--- config.mk ---
export PLATFORM = sky130hd
export DESIGN_NAME = nvm_page_buffer_rww_access
export DESIGN_NICKNAME = d
export VERILOG_FILES = /design/src/hdl/nvm_access_pkg.sv /design/src/hdl/page_buffer_mem.sv /design/src/hdl/nvm_page_buffer_rww_access.sv
export SDC_FILE = /design/constraint.sdc
export NUM_CORES = 1
export LEC_CHECK = 0
export BUFFER_PORTS_ARGS = -buffer_cell sky130_fd_sc_hd__buf_2
export CAP_MARGIN = 5
export CORE_MARGIN = 2
export CORE_UTILIZATION = 57
export CTS_CLUSTER_DIAMETER = 150
export DETAILED_ROUTE_END_ITERATION = 12
export PLACE_DENSITY = 0.76
export SLEW_MARGIN = 5
export SYNTH_ARGS = -nofsm -noshare
export SYNTH_HDL_FRONTEND = slang
export SYNTH_HIERARCHICAL = 1
export SYNTH_SLANG_ARGS = --single-unit
--- constraint.sdc ---
create_clock -name ref_clk -period 7.6 [get_ports ref_clk]
set_input_delay 0.38 -clock ref_clk [delete_from_list [all_inputs] [get_ports ref_clk]]
set_output_delay 0.38 -clock ref_clk [all_outputs]
set_load 0.005 [all_outputs]
--- src/hdl/nvm_access_pkg.sv ---
package nvm_access_pkg;

    // address map and geometry
    localparam int          ADDR_W        = 32;
    localparam int          PAGE_BYTES    = 64;
    localparam int          SECT_W        = 64;
    localparam int          REGION_COUNT  = 16;
    localparam logic [31:0] RWW_BASE      = 32'h0040_0000;
    localparam logic [31:0] RWW_SIZE      = 32'h0000_2000;
    localparam logic [31:0] PBUF_BASE     = 32'h0080_0000;
    localparam logic [31:0] MAIN_SIZE     = 32'h0001_0000;
    localparam logic [63:0] HOLD_RESET    = 64'hffff_ffff_ffff_ffff;
    localparam logic [31:0] SECT_RESET    = 32'h0000_0000;

    // ahb encodings
    localparam logic [1:0]  HTRANS_NONSEQ = 2'h2;
    localparam logic [2:0]  HSIZE_BYTE    = 3'h0;
    localparam logic [2:0]  HSIZE_HALF    = 3'h1;
    localparam logic [2:0]  HSIZE_WORD    = 3'h2;

    // read wait states (normal and word-stretched)
    localparam logic [1:0]  READ_WAIT     = 2'h1;
    localparam logic [1:0]  READ_WAIT_W   = 2'h3;

    typedef enum logic [2:0] {
        CMD_NONE      = 3'h0,
        CMD_ERASE_ROW = 3'h1,
        CMD_RWW_ERASE = 3'h2,
        CMD_WRITE_PG  = 3'h3,
        CMD_RWW_WRITE = 3'h4,
        CMD_CHIP_ERA  = 3'h5
    } nvm_cmd_t;

    typedef struct packed {
        logic        sel;
        logic [1:0]  trans;
        logic        write;
        logic [2:0]  size;
        logic [31:0] addr;
        logic [31:0] wdata;
    } ahb_req_t;

    typedef struct packed {
        logic        ready;
        logic        resp;
        logic [31:0] rdata;
    } ahb_rsp_t;

    typedef struct packed {
        logic        valid;
        nvm_cmd_t    cmd;
        logic [31:0] addr;
    } nvm_cmd_req_t;

endpackage

--- src/hdl/page_buffer_mem.sv ---
`timescale 1ns/1ns
`default_nettype none
// page-sized buffer written one 64-bit section at a time, registered read
module page_buffer_mem #(
    parameter int SECTIONS = 8
) (
    input  wire logic                        ref_clk,
    input  wire logic                        wr_en,
    input  wire logic [$clog2(SECTIONS)-1:0] wr_idx,
    input  wire logic [63:0]                 wr_data,
    input  wire logic [$clog2(SECTIONS)-1:0] rd_idx,
    output logic      [63:0]                 rd_data
);
    logic [63:0] mem [SECTIONS];

    initial begin
        if (SECTIONS < 2) $error("page buffer needs two sections or more");
    end

    // one section per write, the rest untouched
    always_ff @(posedge ref_clk) begin
        if (wr_en) mem[wr_idx] <= wr_data;
        rd_data <= mem[rd_idx];
    end
endmodule
`default_nettype wire

--- src/hdl/nvm_page_buffer_rww_access.sv ---
`timescale 1ns/1ns
`default_nettype none
module nvm_page_buffer_rww_access
    import nvm_access_pkg::*;
#(
    parameter int PAGE_SIZE = nvm_access_pkg::PAGE_BYTES,
    parameter int REGIONS   = nvm_access_pkg::REGION_COUNT
) (
    input  wire logic                        ref_clk,
    input  wire logic                        sys_rst,
    input  wire nvm_access_pkg::ahb_req_t    ahb_req,
    output nvm_access_pkg::ahb_rsp_t         ahb_rsp,
    input  wire nvm_access_pkg::nvm_cmd_req_t cmd_req,
    input  wire logic                        debug_chip_erase,
    input  wire logic [REGIONS-1:0]          region_lock,
    input  wire logic                        main_busy,
    input  wire logic                        rww_busy,
    output logic                             rww_rd_en,
    output logic [31:0]                      rww_rd_addr,
    input  wire logic [31:0]                 rww_rd_data,
    output nvm_access_pkg::nvm_cmd_req_t     nvm_cmd,
    output logic                             cmd_locked,
    output logic                             sys_exception,
    output logic [63:0]                      pbuf_rd_data,
    input  wire logic [$clog2(PAGE_SIZE/8)-1:0] pbuf_rd_idx,
    output logic [63:0]                      hold_data
);
    import nvm_access_pkg::*;

    localparam int SECTIONS = PAGE_SIZE / 8;
    localparam int SIDX_W   = $clog2(SECTIONS);
    localparam int RGN_W    = $clog2(REGIONS);
    localparam int RGN_SH   = $clog2(MAIN_SIZE) - RGN_W;

    initial begin
        if (PAGE_SIZE % 8 != 0 || PAGE_SIZE < 16) $error("page size must be 8-byte multiple");
        if (REGIONS < 2) $error("need at least two lock regions");
    end

    typedef enum logic [1:0] {
        ST_IDLE = 2'b00,
        ST_WAIT = 2'b01,
        ST_DONE = 2'b11
    } rd_state_t;

    // address phase decode
    wire        addr_phase = ahb_req.sel && ahb_req.trans[1] && ahb_rsp.ready;
    wire        hit_rww    = ahb_req.addr >= RWW_BASE && ahb_req.addr < RWW_BASE + RWW_SIZE;
    wire        hit_pbuf   = ahb_req.addr >= PBUF_BASE && ahb_req.addr < PBUF_BASE + MAIN_SIZE;
    wire        rd_rww     = addr_phase && !ahb_req.write && hit_rww;
    wire        wr_pbuf    = addr_phase && ahb_req.write && hit_pbuf;
    wire        wr_byte    = wr_pbuf && ahb_req.size == HSIZE_BYTE;
    wire        rd_blocked = rd_rww && main_busy;
    wire        bad_acc    = wr_byte || rd_blocked;

    // held write address phase (ahb data comes one cycle later)
    logic                    wr_pend_q;
    logic [31:0]             wr_addr_q;
    logic [2:0]              wr_size_q;
    logic [63:0]             hold_q, hold_d;
    logic [31:0]             sect_q;
    logic                    sect_valid_q;

    wire  [31:0] wr_sect    = {wr_addr_q[31:3], 3'h0};
    wire         new_sect   = wr_pend_q && wr_sect != sect_q;
    wire         commit     = new_sect && sect_valid_q;
    wire  [63:0] merge_base = new_sect ? HOLD_RESET : hold_q;
    wire  [1:0]  lane       = wr_addr_q[2:1];
    wire  [SIDX_W-1:0] commit_idx = sect_q[SIDX_W+2:3];

    // lane merge into holding register
    always_comb begin
        hold_d = merge_base;
        if (wr_size_q == HSIZE_WORD) begin
            if (wr_addr_q[2]) hold_d[63:32] = ahb_req.wdata;
            else hold_d[31:0] = ahb_req.wdata;
        end else begin
            hold_d[lane*16 +: 16] = ahb_req.wdata[wr_addr_q[1]*16 +: 16];
        end
    end

    // holding register and tracked section
    always_ff @(posedge ref_clk) begin
        if (sys_rst) begin
            wr_pend_q    <= 1'b0;
            wr_addr_q    <= 32'h0;
            wr_size_q    <= HSIZE_WORD;
            hold_q       <= HOLD_RESET;
            sect_q       <= SECT_RESET;
            sect_valid_q <= 1'b0;
        end else begin
            wr_pend_q <= wr_pbuf && !wr_byte;
            wr_addr_q <= ahb_req.addr - PBUF_BASE;
            wr_size_q <= ahb_req.size;
            if (wr_pend_q) begin
                hold_q       <= hold_d;
                sect_q       <= wr_sect;
                sect_valid_q <= 1'b1;
            end
        end
    end

    page_buffer_mem #(.SECTIONS(SECTIONS)) u_pbuf (
        .ref_clk (ref_clk),
        .wr_en   (commit),
        .wr_idx  (commit_idx),
        .wr_data (hold_q),
        .rd_idx  (pbuf_rd_idx),
        .rd_data (pbuf_rd_data)
    );

    assign hold_data = hold_q;

    // rww read sequencer with stretched word data phase
    rd_state_t   st_q;
    logic [1:0]  wait_q;
    logic [31:0] rdata_q;
    logic        err_q;
    logic        err2_q;

    always_ff @(posedge ref_clk) begin
        if (sys_rst) begin
            st_q    <= ST_IDLE;
            wait_q  <= 2'h0;
            rdata_q <= 32'h0;
            err_q   <= 1'b0;
            err2_q  <= 1'b0;
        end else begin
            err_q  <= bad_acc && !err_q;
            err2_q <= err_q;
            unique case (st_q)
                ST_IDLE: if (rd_rww && !rd_blocked) begin
                    st_q   <= ST_WAIT;
                    wait_q <= ahb_req.size == HSIZE_WORD ? READ_WAIT_W : READ_WAIT;
                end
                ST_WAIT: if (wait_q == 2'h0) begin
                    st_q    <= ST_DONE;
                    rdata_q <= rww_rd_data;
                end else begin
                    wait_q  <= wait_q - 2'h1;
                end
                ST_DONE: st_q <= ST_IDLE;
                default: st_q <= ST_IDLE;
            endcase
        end
    end

    logic [31:0] rd_addr_q;
    always_ff @(posedge ref_clk) begin
        if (sys_rst) rd_addr_q <= 32'h0;
        else if (rd_rww) rd_addr_q <= ahb_req.addr - RWW_BASE;
    end

    assign rww_rd_en   = st_q == ST_WAIT;
    assign rww_rd_addr = rd_addr_q;

    // two-cycle error response; ready low only in the first cycle
    wire        rsp_ready = !(st_q == ST_WAIT) && !err_q;
    wire        rsp_err   = err_q || err2_q;
    assign ahb_rsp = '{ready: rsp_ready, resp: rsp_err, rdata: rdata_q}; // one driver for the struct
    assign sys_exception = err_q;

    // command gate: main and rww busy, chip erase and region locks
    wire [RGN_W-1:0] cmd_rgn  = cmd_req.addr[RGN_SH +: RGN_W];
    wire is_main_cmd = cmd_req.cmd == CMD_ERASE_ROW || cmd_req.cmd == CMD_WRITE_PG;
    wire is_rww_cmd  = cmd_req.cmd == CMD_RWW_ERASE || cmd_req.cmd == CMD_RWW_WRITE;
    wire locked_hit  = is_main_cmd && region_lock[cmd_rgn];
    wire busy_hit    = (is_main_cmd && main_busy) || (is_rww_cmd && rww_busy);
    wire cmd_ok      = cmd_req.valid && !locked_hit && !busy_hit;

    always_ff @(posedge ref_clk) begin
        if (sys_rst) begin
            nvm_cmd    <= '0;
            cmd_locked <= 1'b0;
        end else begin
            cmd_locked <= cmd_req.valid && locked_hit;
            if (debug_chip_erase) begin
                nvm_cmd <= '{valid: 1'b1, cmd: CMD_CHIP_ERA, addr: 32'h0};
            end else begin
                nvm_cmd <= '{valid: cmd_ok, cmd: cmd_req.cmd, addr: cmd_req.addr};
            end
        end
    end
endmodule
`default_nettype wire

# Word level (Yosys, flattened, before mapping)
# Memory sizes are Yosys's and may differ from the RTL's. A register that Yosys moved wholly into a read port is not among the register bits.
# Cells that the tools add are included.
# totals
ff_bits	237
latchBits	0
mem_bits_rw	512
rom_bits	0
inputBits	163
out_inout_bits	233
word_cells	100
n_memories	1
# mem_list
name	depth	width	read_ports	rd_clocked_by_memory_dff	wr	line	text
u_pbuf.mem	8	64	1	1	1	page_buffer_mem.sv:14	logic [63:0] mem [SECTIONS];
# classes
add_sub_neg	4
mul	0
n_div	0
n_lt_le_gt_ge	5
eq_ne	11
shift	3
n_mux	17
bitwise_logic	0
reduce_logical	42
# op_table
op	n
$mux 64	2
$bwmux 64	1
$mux 32	2
$shift 16x34->64 const A	1
$shiftx 16x34->64	1
$mux 36	1
$neg 6->34	1
$ge 32x23->1 const B	1
$ge 32x24->1 const B	1
$lt 32x23->1 const B	1
$lt 32x24->1 const B	1
$shiftx 32x6->16	1
$sub 32x23->32 const B	1
$sub 32x24->32 const B	1
$ne 29x29->1	1
$logic_and 1x1->1	22
$eq 3x2->1 const B	4
$mux 2	5
$pmux 2 s2	2
$logic_not 1->1	7
$logic_or 1x1->1	5
$lt 4x5->1 const B	1
$bmux 1 s4	1
$logic_not 2->1	2
other kinds (12)	16

# Longest topological paths before layout
# Gate-level depths: netlist of run 1.
# depth
ltp_word	11
mapped_depth	10
mapped_depth_nobuf	7

# Hierarchy
# The synthesis of run 1 kept the hierarchy.
# modules_own_cells
mod	n_inst	cells_each	area_per_inst_um2	seq_area_each_um2
page_buffer_mem	1	816	20547.2	16656.0
nvm_page_buffer_rww_access	1	1109	10194.8	4724.5

# Least setup slack after synthesis of run 1
# OpenSTA, ideal clock, no wires.
# synth_path
path_type	flip-flop to flip-flop
startpoint	reg sect_q[3]
endpoint	mem u_pbuf.mem[0][0] (enable)
setup_time_ns	0.565
t_arrival_ns	5.653
required_time_ns	7.035
path_slack_ns	1.382
path_stages_with_launch	8
period_less_slack_ns	6.218
cell_sequence	dfxtp_1 -> xor2_1 -> nor4_1 -> nand4_2 -> buf_2 -> o211a_1 -> nand2b_1 -> nor3_1
# synth_between
elab_chain_len	5
# synth_lines
element	line	text
from (decl)	nvm_page_buffer_rww_access.sv:61	logic [31:0] sect_q;
from (signal assigned)	nvm_page_buffer_rww_access.sv:97	sect_q <= wr_sect;
$ne 29x29->1	nvm_page_buffer_rww_access.sv:65	wire new_sect = wr_pend_q && wr_sect != sect_q;
$logic_and 1x1->1	nvm_page_buffer_rww_access.sv:65	
$logic_and 1x1->1	nvm_page_buffer_rww_access.sv:66	wire commit = new_sect && sect_valid_q;
net commit	nvm_page_buffer_rww_access.sv:66	
$mux 1	page_buffer_mem.sv:22	if (wr_en) mem[wr_idx] <= wr_data;
$mux 1 (implied by the code)	page_buffer_mem.sv:22	
to (decl)	page_buffer_mem.sv:14	
# The timed path passes the listed nets, and every way through them passes these cells.

# Worst setup path after layout of run 1
# layout_path
startpoint	reg sect_q[3]
endpoint	mem u_pbuf.mem[4][41] (enable)
# Same word-level chain as after synthesis.

==> impl_metrics.py, run 1 <==
metrics = {
    "cells_and_area": {
        "drive_gt1_frac": 0.321,
        "fillers": 3673,
        "ff_latch_area_mm2": 0.0214,
        "syn_to_final_growth_pct": 18.1,
        "layout.nets": 2526,
        "stdcell_area_mm2": 0.0363,
        "multi_input_area_mm2": 0.00876,
    },
    "setup_path": {
        "path_buf_inv": 2,
        "critPathTopFamily": "buffers and inverters",
        "slowest_stage": "buf_4",
        "regToRegSetupSlack_ns": 3.65,
        "start_kind": "register",
        "endpoint_kind": "register",
        "worstPathCellList": "xor2_1 > nor4_1 > nand4_2 > buf_4 > o211a_1 > nand2_1 > nor3_2 > buf_4",
        "crit_required_ns": 7.83,
        "cp_max_fo": 56,
        "worstSetupPathType": "register to register",
        "r2r-start": "sect_q[3]",
        "crit_top_cell": "buf_4",
        "startpoint": "sect_q[3]",
        "cp.arrival_ns": 4.18,
        "cp_slowest_stage_delay_ns": 0.87,
    },
    "floorplan": {
        "coreArea_mm2": 0.0536,
        "initial_core_util": 0.574,
        "dieWidth_um": 236,
        "io_pins": 396,
        "die_y_um": 236,
        "row_count": 85,
        "fp.dieArea_mm2": 0.0558,
    },
    "global_route": {
        "top_usage_layer": "met2",
        "use_met2": 0.465,
        "grt_pass1_wl_um": 114000,
        "grt_usage": 0.270,
        "grt.met3_usage": 0.0628,
        "grt_max_degree": 105,
        "grtUsageMet1": 0.333,
        "grt_overflow": 0,
        "grt_pass1_vias": 19100,
        "antenna_found_initial": 19,
    },
    "run": {
        "maxCapViolations": 0,
    },
    "synth": {
        "synth_area_mm2": 0.0307,
        "seq_area_frac_synth": 0.695,
        "ys_seq_elements": 812,
        "yosysWarnings": 6,
        "async_reset_ff_frac": 0,
        "ys_types": 70,
        "synth_area_per_cell_um2": 16.0,
        "syn_inst": 1925,
        "synth-edff-count": 512,
        "synth_fp_nets": 2100,
        "synth_ff_type": "edfxtp_1",
    },
    "power_and_ir_drop": {
        "pwr_density_cell_mw_per_mm2": 248,
        "p_int_uw": 7140,
        "irDropWorstVdd_v": 0.000171,
        "p_seq_frac": 0.522,
        "p_comb_frac": 0.044,
        "p_sw_uw": 1860,
        "switching_share": 0.207,
        "p_clk_frac": 0.434,
        "power_leakage_uw": 0.0128,
    },
    "clock_tree": {
        "cts_buffer_depth": 3,
        "numCtsBuffers": 79,
        "insertion_delay_ns": 0.63,
        "cts_max_level": 3,
        "clk_pin_slew_worst_paths_ns": 0.07,
        "cts_root_buf": "clkbuf_16",
        "clkSinkCount": 812,
        "cts_tree": "built",
        "cts_resized": 0,
    },
    "routing": {
        "wl_per_cell_um": 24.3,
        "drc": 0,
        "via_per_inst": 6.02,
        "antenna_left": 0,
        "drt-total-wl_um": 75800,
        "drt-initial-drc-count": 1774,
        "dr.pass1.iters": 5,
        "vias": 18800,
    },
    "timing": {
        "min_period_ns": 3.95,
        "skew_ns": 0.0272,
        "timing.slew.headroom": 0.137,
        "tns_ns": 0,
        "finalCritPeriodShare": 0.520,
        "finalSetupViolations": 0,
        "rsz0062_at_grt": "no",
        "fmax_ghz": 0.253,
        "drv_slew": 0,
        "worstMarginPinSlew_ns": 1.29,
        "final-hold-violation-count": 0,
    },
    "run_status": {
        "status": "complete, no violations",
    },
    "placement": {
        "routabilityCongestion": 0.920,
        "dp_hpwl_um": 46000,
        "port-buffer-count": 394,
        "place_area_mm2": 0.0332,
    },
    "hold_path": {
        "hold_class": "input pin to register",
        "min-delay-start": "rww_rd_data[15]",
    },
}
[cell type report]
type | instances | area share
well taps | 696 | 0.0240
multi-input cells | 983 | 0.241
clock inverters | 29 | 0.00844
flip-flops and latches | 812 | 0.589
diodes | 11 | 0.000758
inverters | 12 | 0.00124
repair buffers | 463 | 0.0721
clock buffers | 117 | 0.0633
[state kept, by name (all words and copies together), names as in the netlist]
name            flops
nvm_cmd            36
sect_q             29
rww_rd_addr        32
sys_exception       1
u_pbuf/rd_data     64
u_pbuf/mem        512
wait_q              2
st_q                2
wr_pend_q           1
wr_size_q           3
cmd_locked          1
err2_q              1
wr_addr_q          31
rdata_q            32
hold_data          64
sect_valid_q        1
[worst register-to-register path: stages (launching register included)]
cell	delay (ns)
dfxtp_1	0.46
xor2_1	0.23
nor4_1	0.10
nand4_2	0.09
buf_4	0.40
o211a_1	0.27
nand2_1	0.22
nor3_2	0.79
buf_4	0.87
[metal layers]
layer,wire (um),vias up
li1,-,8328
met1,28200,9429
met2,38300,864
met3,6570,170
met4,2600,20
met5,140,-
[layout by cell type (no fill, tap or decap), types with 22 or more instances in the layout]
cell type	instances
nor4_1	42
mux2_2	64
mux2i_1	33
mux4_2	132
clkbuf_1	22
a221oi_1	32
clkbuf_16	82
xor2_1	31
dfxtp_1	299
a211oi_1	54
and2_1	35
a21oi_1	100
a21o_1	34
o22ai_1	34
o21ai_1	22
edfxtp_1	512
dlygate4sd3_1	46
nor2b_1	27
buf_4	25
buf_2	391
nand2_1	85
nand2b_1	28
nor2_1	89
nand3_1	27
[timing repair]
| action | 4_1_cts | 5_1_grt |
|---|---|---|
| setup buffers | 0 | 0 |
| hold buffers | 46 | 0 |
| endpoints found under the hold margin | 46 | 0 |
[through the flow]
step           hold slack, ns  setup WS, ns  std cells  power [uW]   util
4_1_cts               0.00118          3.66       3112        9060  0.677
2_1_floorplan           0.435          1.38       1925        5020      -
3_3_place_gp            0.439          3.77       2920        5160  0.620
3_5_place_dp            0.447          3.69       2920        5160  0.620
6_report               0.0207          3.65       3123        8990  0.677
5_1_grt               0.00778          3.44       3113        9270  0.677
[cell usage after synthesis (31+ instances only)]
library cell,count,area [um2]
xor2_1,31,272
nand2_1,85,319
nor4_1,42,263
edfxtp_1,512,15400
nor2_1,97,364
a221oi_1,32,280
o22ai_1,34,213
a21oi_1,100,500
mux2i_1,33,330
a211oi_1,54,405
and2_1,35,219
dfxtp_1,300,6010
a21o_1,34,255
clkbuf_1,48,180
mux4_2,132,2970
mux2_2,64,721
[path summary, 6_finish.rpt]
kind,end,depth (start not counted)
worst max-delay path,u_pbuf/mem[4][41],8
worst min-delay path,rdata_q[15],3
worst max register to register,u_pbuf/mem[4][41],8
worst min register to register,rdata_q[0],2
[kinds of logic after synthesis]
family,count (synthesis),share of synthesized area
flip-flops,812,0.695
AND/OR/NAND/NOR,387,0.0661
AO/OA/AOI/OAI,318,0.0703
multiplexers,229,0.131
buffers and inverters,130,0.0218
XOR/XNOR,37,0.0105
adder cells (fa/ha/maj),12,0.00488
[power groups by stage]
stage          Sequential (uW)  Clock [uW]  Combinational (uW)
2_1_floorplan             4790           0                 225
3_3_place_gp              4790           0                 364
3_5_place_dp              4790           0                 372
4_1_cts                   4700        3970                 393
5_1_grt                   4700        4150                 420
6_report                  4700        3900                 393
Note: power is estimated with default switching activity, not from simulation.
==> inputs of run 2 (changes only) <==
clock period = 3.8 ns   (was 7.6 ns; I/O delays follow)
==> impl_metrics.py, run 2 (synthesized netlist as in run 1, its figures left out) <==
metrics = {
    "cells_and_area": {
        "regMostFlops": "u_pbuf/mem",
        "largest_reg_flops": 512,
        "stdcell_area_mm2": 0.0374,
        "mostFrequentLayoutCell": "edfxtp_1",
        "layout.nets": 2618,
        "syn_to_final_growth_pct": 21.7,
        "drive_gt1_frac": 0.312,
        "final_cell_mix": "512 x edfxtp_1, 391 x buf_2, 299 x dfxtp_1",
    },
    "floorplan": {
        "fp.dieArea_mm2": 0.0558,
        "io_pins": 396,
        "dieWidth_um": 236,
        "row_count": 85,
        "coreArea_mm2": 0.0536,
        "initial_core_util": 0.574,
        "die_y_um": 236,
    },
    "setup_path": {
        "cp_num_cells": 7,
        "cp_max_fo": 64,
        "path_buf_inv": 1,
        "cp_slowest_stage_delay_ns": 0.82,
        "slowest_stage": "buf_4",
        "crit_required_ns": 4.02,
        "rr_worst_depth": 7,
        "critPathTopFamily": "simple AND/OR/NAND/NOR gates",
        "worstPathCellList": "xor2_1 > nor3_1 > nand4_1 > o211a_1 > nand2b_1 > nor2_4 > buf_4",
        "startpoint": "sect_q[4]",
        "start_kind": "register",
        "endpoint_kind": "register",
        "cp.arrival_ns": 3.36,
        "r2r-start": "sect_q[4]",
        "worstSetupPathType": "register to register",
    },
    "hold_path": {
        "hold_class": "input pin to register",
        "worstHoldPathCells": 3,
        "min-delay-start": "ahb_req[1]",
    },
    "routing": {
        "drt-initial-drc-count": 1771,
        "wl_per_cell_um": 24.1,
        "vias": 19500,
        "drc": 0,
        "via_per_inst": 6.06,
        "drt-total-wl_um": 77300,
        "antenna_left": 0,
        "dr.pass1.iters": 5,
    },
    "timing": {
        "setup_slack_ns": 0.656,
        "drv_slew": 0,
        "finalSetupViolations": 0,
        "min_period_ns": 3.14,
        "final-hold-violation-count": 0,
        "timing.slew.headroom": 0.115,
        "finalCritPeriodShare": 0.827,
        "skew_ns": 0.0243,
        "tns_ns": 0,
        "worstMarginPinSlew_ns": 1.32,
        "rsz0062_at_grt": "no",
        "fmax_ghz": 0.318,
    },
    "run_status": {
        "status": "complete, no violations",
    },
    "clock_tree": {
        "numCtsBuffers": 78,
        "cts_tree": "built",
        "insertion_delay_ns": 0.63,
        "cts_root_buf": "clkbuf_16",
        "clk_pin_slew_worst_paths_ns": 0.06,
        "clkSinkCount": 812,
        "cts_buffer_depth": 3,
        "cts_max_level": 3,
    },
    "placement": {
        "routabilityCongestion": 0.900,
        "place_ws_ns": 0.677,
        "port-buffer-count": 394,
        "dp_hpwl_um": 46500,
        "place_area_mm2": 0.0334,
    },
    "global_route": {
        "antenna_found_initial": 13,
        "grt_overflow": 0,
        "grt_pass1_vias": 20000,
        "grt_usage": 0.274,
        "grt_pass1_wl_um": 116000,
        "grt_max_degree": 70,
    },
    "power_and_ir_drop": {
        "power_leakage_uw": 0.0132,
        "irDropWorstVdd_v": 0.000339,
        "pwr_density_cell_mw_per_mm2": 484,
    },
    "run": {
        "maxCapViolations": 0,
    },
}
run 2: repair_timing:
| action | CTS | global route |
|---|---|---|
| hold endpoints to repair | 167 | 0 |
| resized for setup | 0 | 0 |
| hold buffers | 131 | 0 |
| setup buffers | 0 | 0 |
run 2: path summary, 6_finish.rpt:
path,endpoint,slack [ns]
hold reg to reg,rdata_q[31],0.46
setup / recovery,u_pbuf/mem[1][57],0.66
setup reg to reg,u_pbuf/mem[1][57],0.66
hold / removal,hold_data[1],0.05
run 2: worst min-delay path, delay by kind of cell:
kind | cells | cell delay [ns]
AOI/OAI and AO/OA | 2 | 0.30
buffers and inverters | 1 | 0.13
run 2: final cells by class:
type,instances,area [um2]
sequential,812,21400
fill,3400,16200
multi-input combinational,983,8770
timing repair buffer,556,3690
clock buffer,116,2290
tap,696,871
clock inverter,29,352
inverter,12,45.0
antenna,7,17.5
run 2: layer usage:
layer	wire, um	part of all wire	GRT usage
met1	28100	0.36	0.332
met2	39400	0.51	0.476
met3	6700	0.087	0.0585
met4	3050	0.039	0.119
met5	52	0.00067	0
run 2: per-stage QoR:
step                hold WS (ns)  utilization  std cells  total power [uW]
floorplan                  0.262            -       1925             10000
global placement           0.389        0.624       2928             10300
detailed placement         0.391        0.624       2928             10300
CTS                      0.00729        0.698       3204             18200
global route              0.0245        0.698       3207             18700
finish                    0.0476        0.698       3211             18100
run 2: report_power, final:
part / switching, uW / internal [uW]
clock: 3250 / 4600
combinational: 441 / 439
sequential: 43.4 / 9350
total: 3730 / 14400
==> inputs of run 3 (changes only) <==
clock period = 2.9 ns   (was 3.8 ns; I/O delays follow)
==> impl_metrics.py, run 3 (synthesized netlist as in run 1, its figures left out) <==
metrics = {
    "clock_tree": {
        "cts_resized": 0,
        "cts_root_buf": "clkbuf_16",
        "insertion_delay_ns": 0.63,
        "numCtsBuffers": 80,
        "clk_pin_slew_worst_paths_ns": 0.06,
        "clkSinkCount": 812,
        "cts_tree": "built",
        "cts_buffer_depth": 3,
        "cts_max_level": 3,
    },
    "setup_path": {
        "worstSetupPathType": "register to register",
        "start_kind": "register",
        "startpoint": "sect_q[3]",
        "endpoint_kind": "register",
        "crit_required_ns": 3.21,
        "r2r-start": "sect_q[3]",
        "cp_max_fo": 25,
        "rr_worst_depth": 7,
        "cp.arrival_ns": 3.01,
    },
    "timing": {
        "setup_slack_ns": 0.200,
        "worstMarginPinSlew_ns": 1.07,
        "finalSetupViolations": 0,
        "finalCritPeriodShare": 0.931,
        "final-hold-violation-count": 0,
        "rsz0062_at_grt": "no",
        "tns_ns": 0,
        "fmax_ghz": 0.370,
        "timing.slew.headroom": 0.285,
        "hold-worst-slack_ns": 0.0525,
        "min_period_ns": 2.70,
        "skew_ns": 0.0273,
        "drv_slew": 0,
    },
    "placement": {
        "place_ws_ns": 0.172,
        "dp_hpwl_um": 46300,
        "port-buffer-count": 394,
        "routabilityCongestion": 0.859,
        "place_area_mm2": 0.0336,
        "place_inst": 2943,
    },
    "cells_and_area": {
        "syn_to_final_growth_pct": 22.5,
        "stdcell_area_mm2": 0.0376,
        "layoutNonFillerInstCount": 3232,
        "layout.nets": 2639,
        "fillers": 3385,
        "drive_gt1_frac": 0.320,
        "largest_reg_flops": 512,
        "multi_input_area_mm2": 0.00879,
        "mostFrequentLayoutCell": "edfxtp_1",
        "ff_latch_area_mm2": 0.0214,
        "final_cell_mix": "512 x edfxtp_1, 391 x buf_2, 297 x dfxtp_1",
        "regMostFlops": "u_pbuf/mem",
    },
    "routing": {
        "wl_per_cell_um": 24.2,
        "dr.pass1.iters": 7,
        "via_per_inst": 6.07,
        "vias": 19600,
        "drt-initial-drc-count": 1587,
        "drt-total-wl_um": 78100,
        "drc": 0,
        "antenna_left": 0,
    },
    "global_route": {
        "grt_max_degree": 139,
        "grt_pass1_vias": 20200,
        "grt_pass1_wl_um": 118000,
        "antenna_found_initial": 8,
        "grt_overflow": 0,
        "grt_usage": 0.279,
    },
    "hold_path": {
        "hold_class": "input pin to register",
        "worstHoldPathCells": 3,
        "min-delay-start": "ahb_req[4]",
    },
    "floorplan": {
        "io_pins": 396,
        "coreArea_mm2": 0.0536,
        "fp.dieArea_mm2": 0.0558,
        "die_y_um": 236,
        "dieWidth_um": 236,
        "row_count": 85,
        "initial_core_util": 0.574,
    },
    "power_and_ir_drop": {
        "irDropWorstVdd_v": 0.000453,
        "power_leakage_uw": 0.0134,
        "pwr_density_cell_mw_per_mm2": 632,
    },
    "run": {
        "maxCapViolations": 0,
    },
    "run_status": {
        "status": "complete, no violations",
    },
}
[run 3: stage by stage]
| step | utilization | power, uW |
|---|---|---|
| floorplan | - | 13100 |
| global route | 0.702 | 24500 |
| global placement | 0.628 | 13500 |
| detailed placement | 0.628 | 13600 |
| CTS | 0.702 | 23900 |
| finish | 0.702 | 23800 |
[run 3: layer usage]
metal / vias to the layer above / share of wire / global-route usage
met1: 9874 / 0.37 / 0.343
met3: 212 / 0.083 / 0.0607
met5: - / 0.00077 / 0
met2: 967 / 0.51 / 0.481
met4: 8 / 0.037 / 0.113
li1: 8565 / - / -
[run 3: worst paths after layout]
| path | end | slack (ns) |
|---|---|---|
| setup / recovery | u_pbuf/mem[1][46] | 0.20 |
| hold / removal | hold_data[4] | 0.05 |
| setup reg to reg | u_pbuf/mem[1][46] | 0.20 |
| hold reg to reg | rdata_q[9] | 0.46 |
[run 3: layout make-up]
class	instances	area share
inverters	12	0.00120
clock buffers	109	0.0613
well taps	696	0.0231
repair buffers	575	0.103
diodes	6	0.000399
multi-input cells	983	0.234
flip-flops and latches	812	0.568
clock inverters	39	0.00887
[run 3: power by group]
part / internal, uW / switching (uW) / total [uW]
Clock: 5970 / 4330 / 10300
Combinational: 593 / 594 / 1190
Sequential: 12300 / 45.9 / 12300
Total: 18800 / 4960 / 23800
[run 3: repair_timing]
item / 4_1_cts / 5_1_grt
hold buffers: 135 / 0
hold endpoints to repair: 167 / 0
setup buffers: 0 / 0
[run 3: worst max-delay path: stages (launching register included)]
cell and delay, ns:
dfxtp_4 0.41, xor2_1 0.26, nor4_1 0.10, nand4_2 0.11, o211a_4 0.21, nand2b_4 0.11
nor2_4 0.82, buf_4 0.37
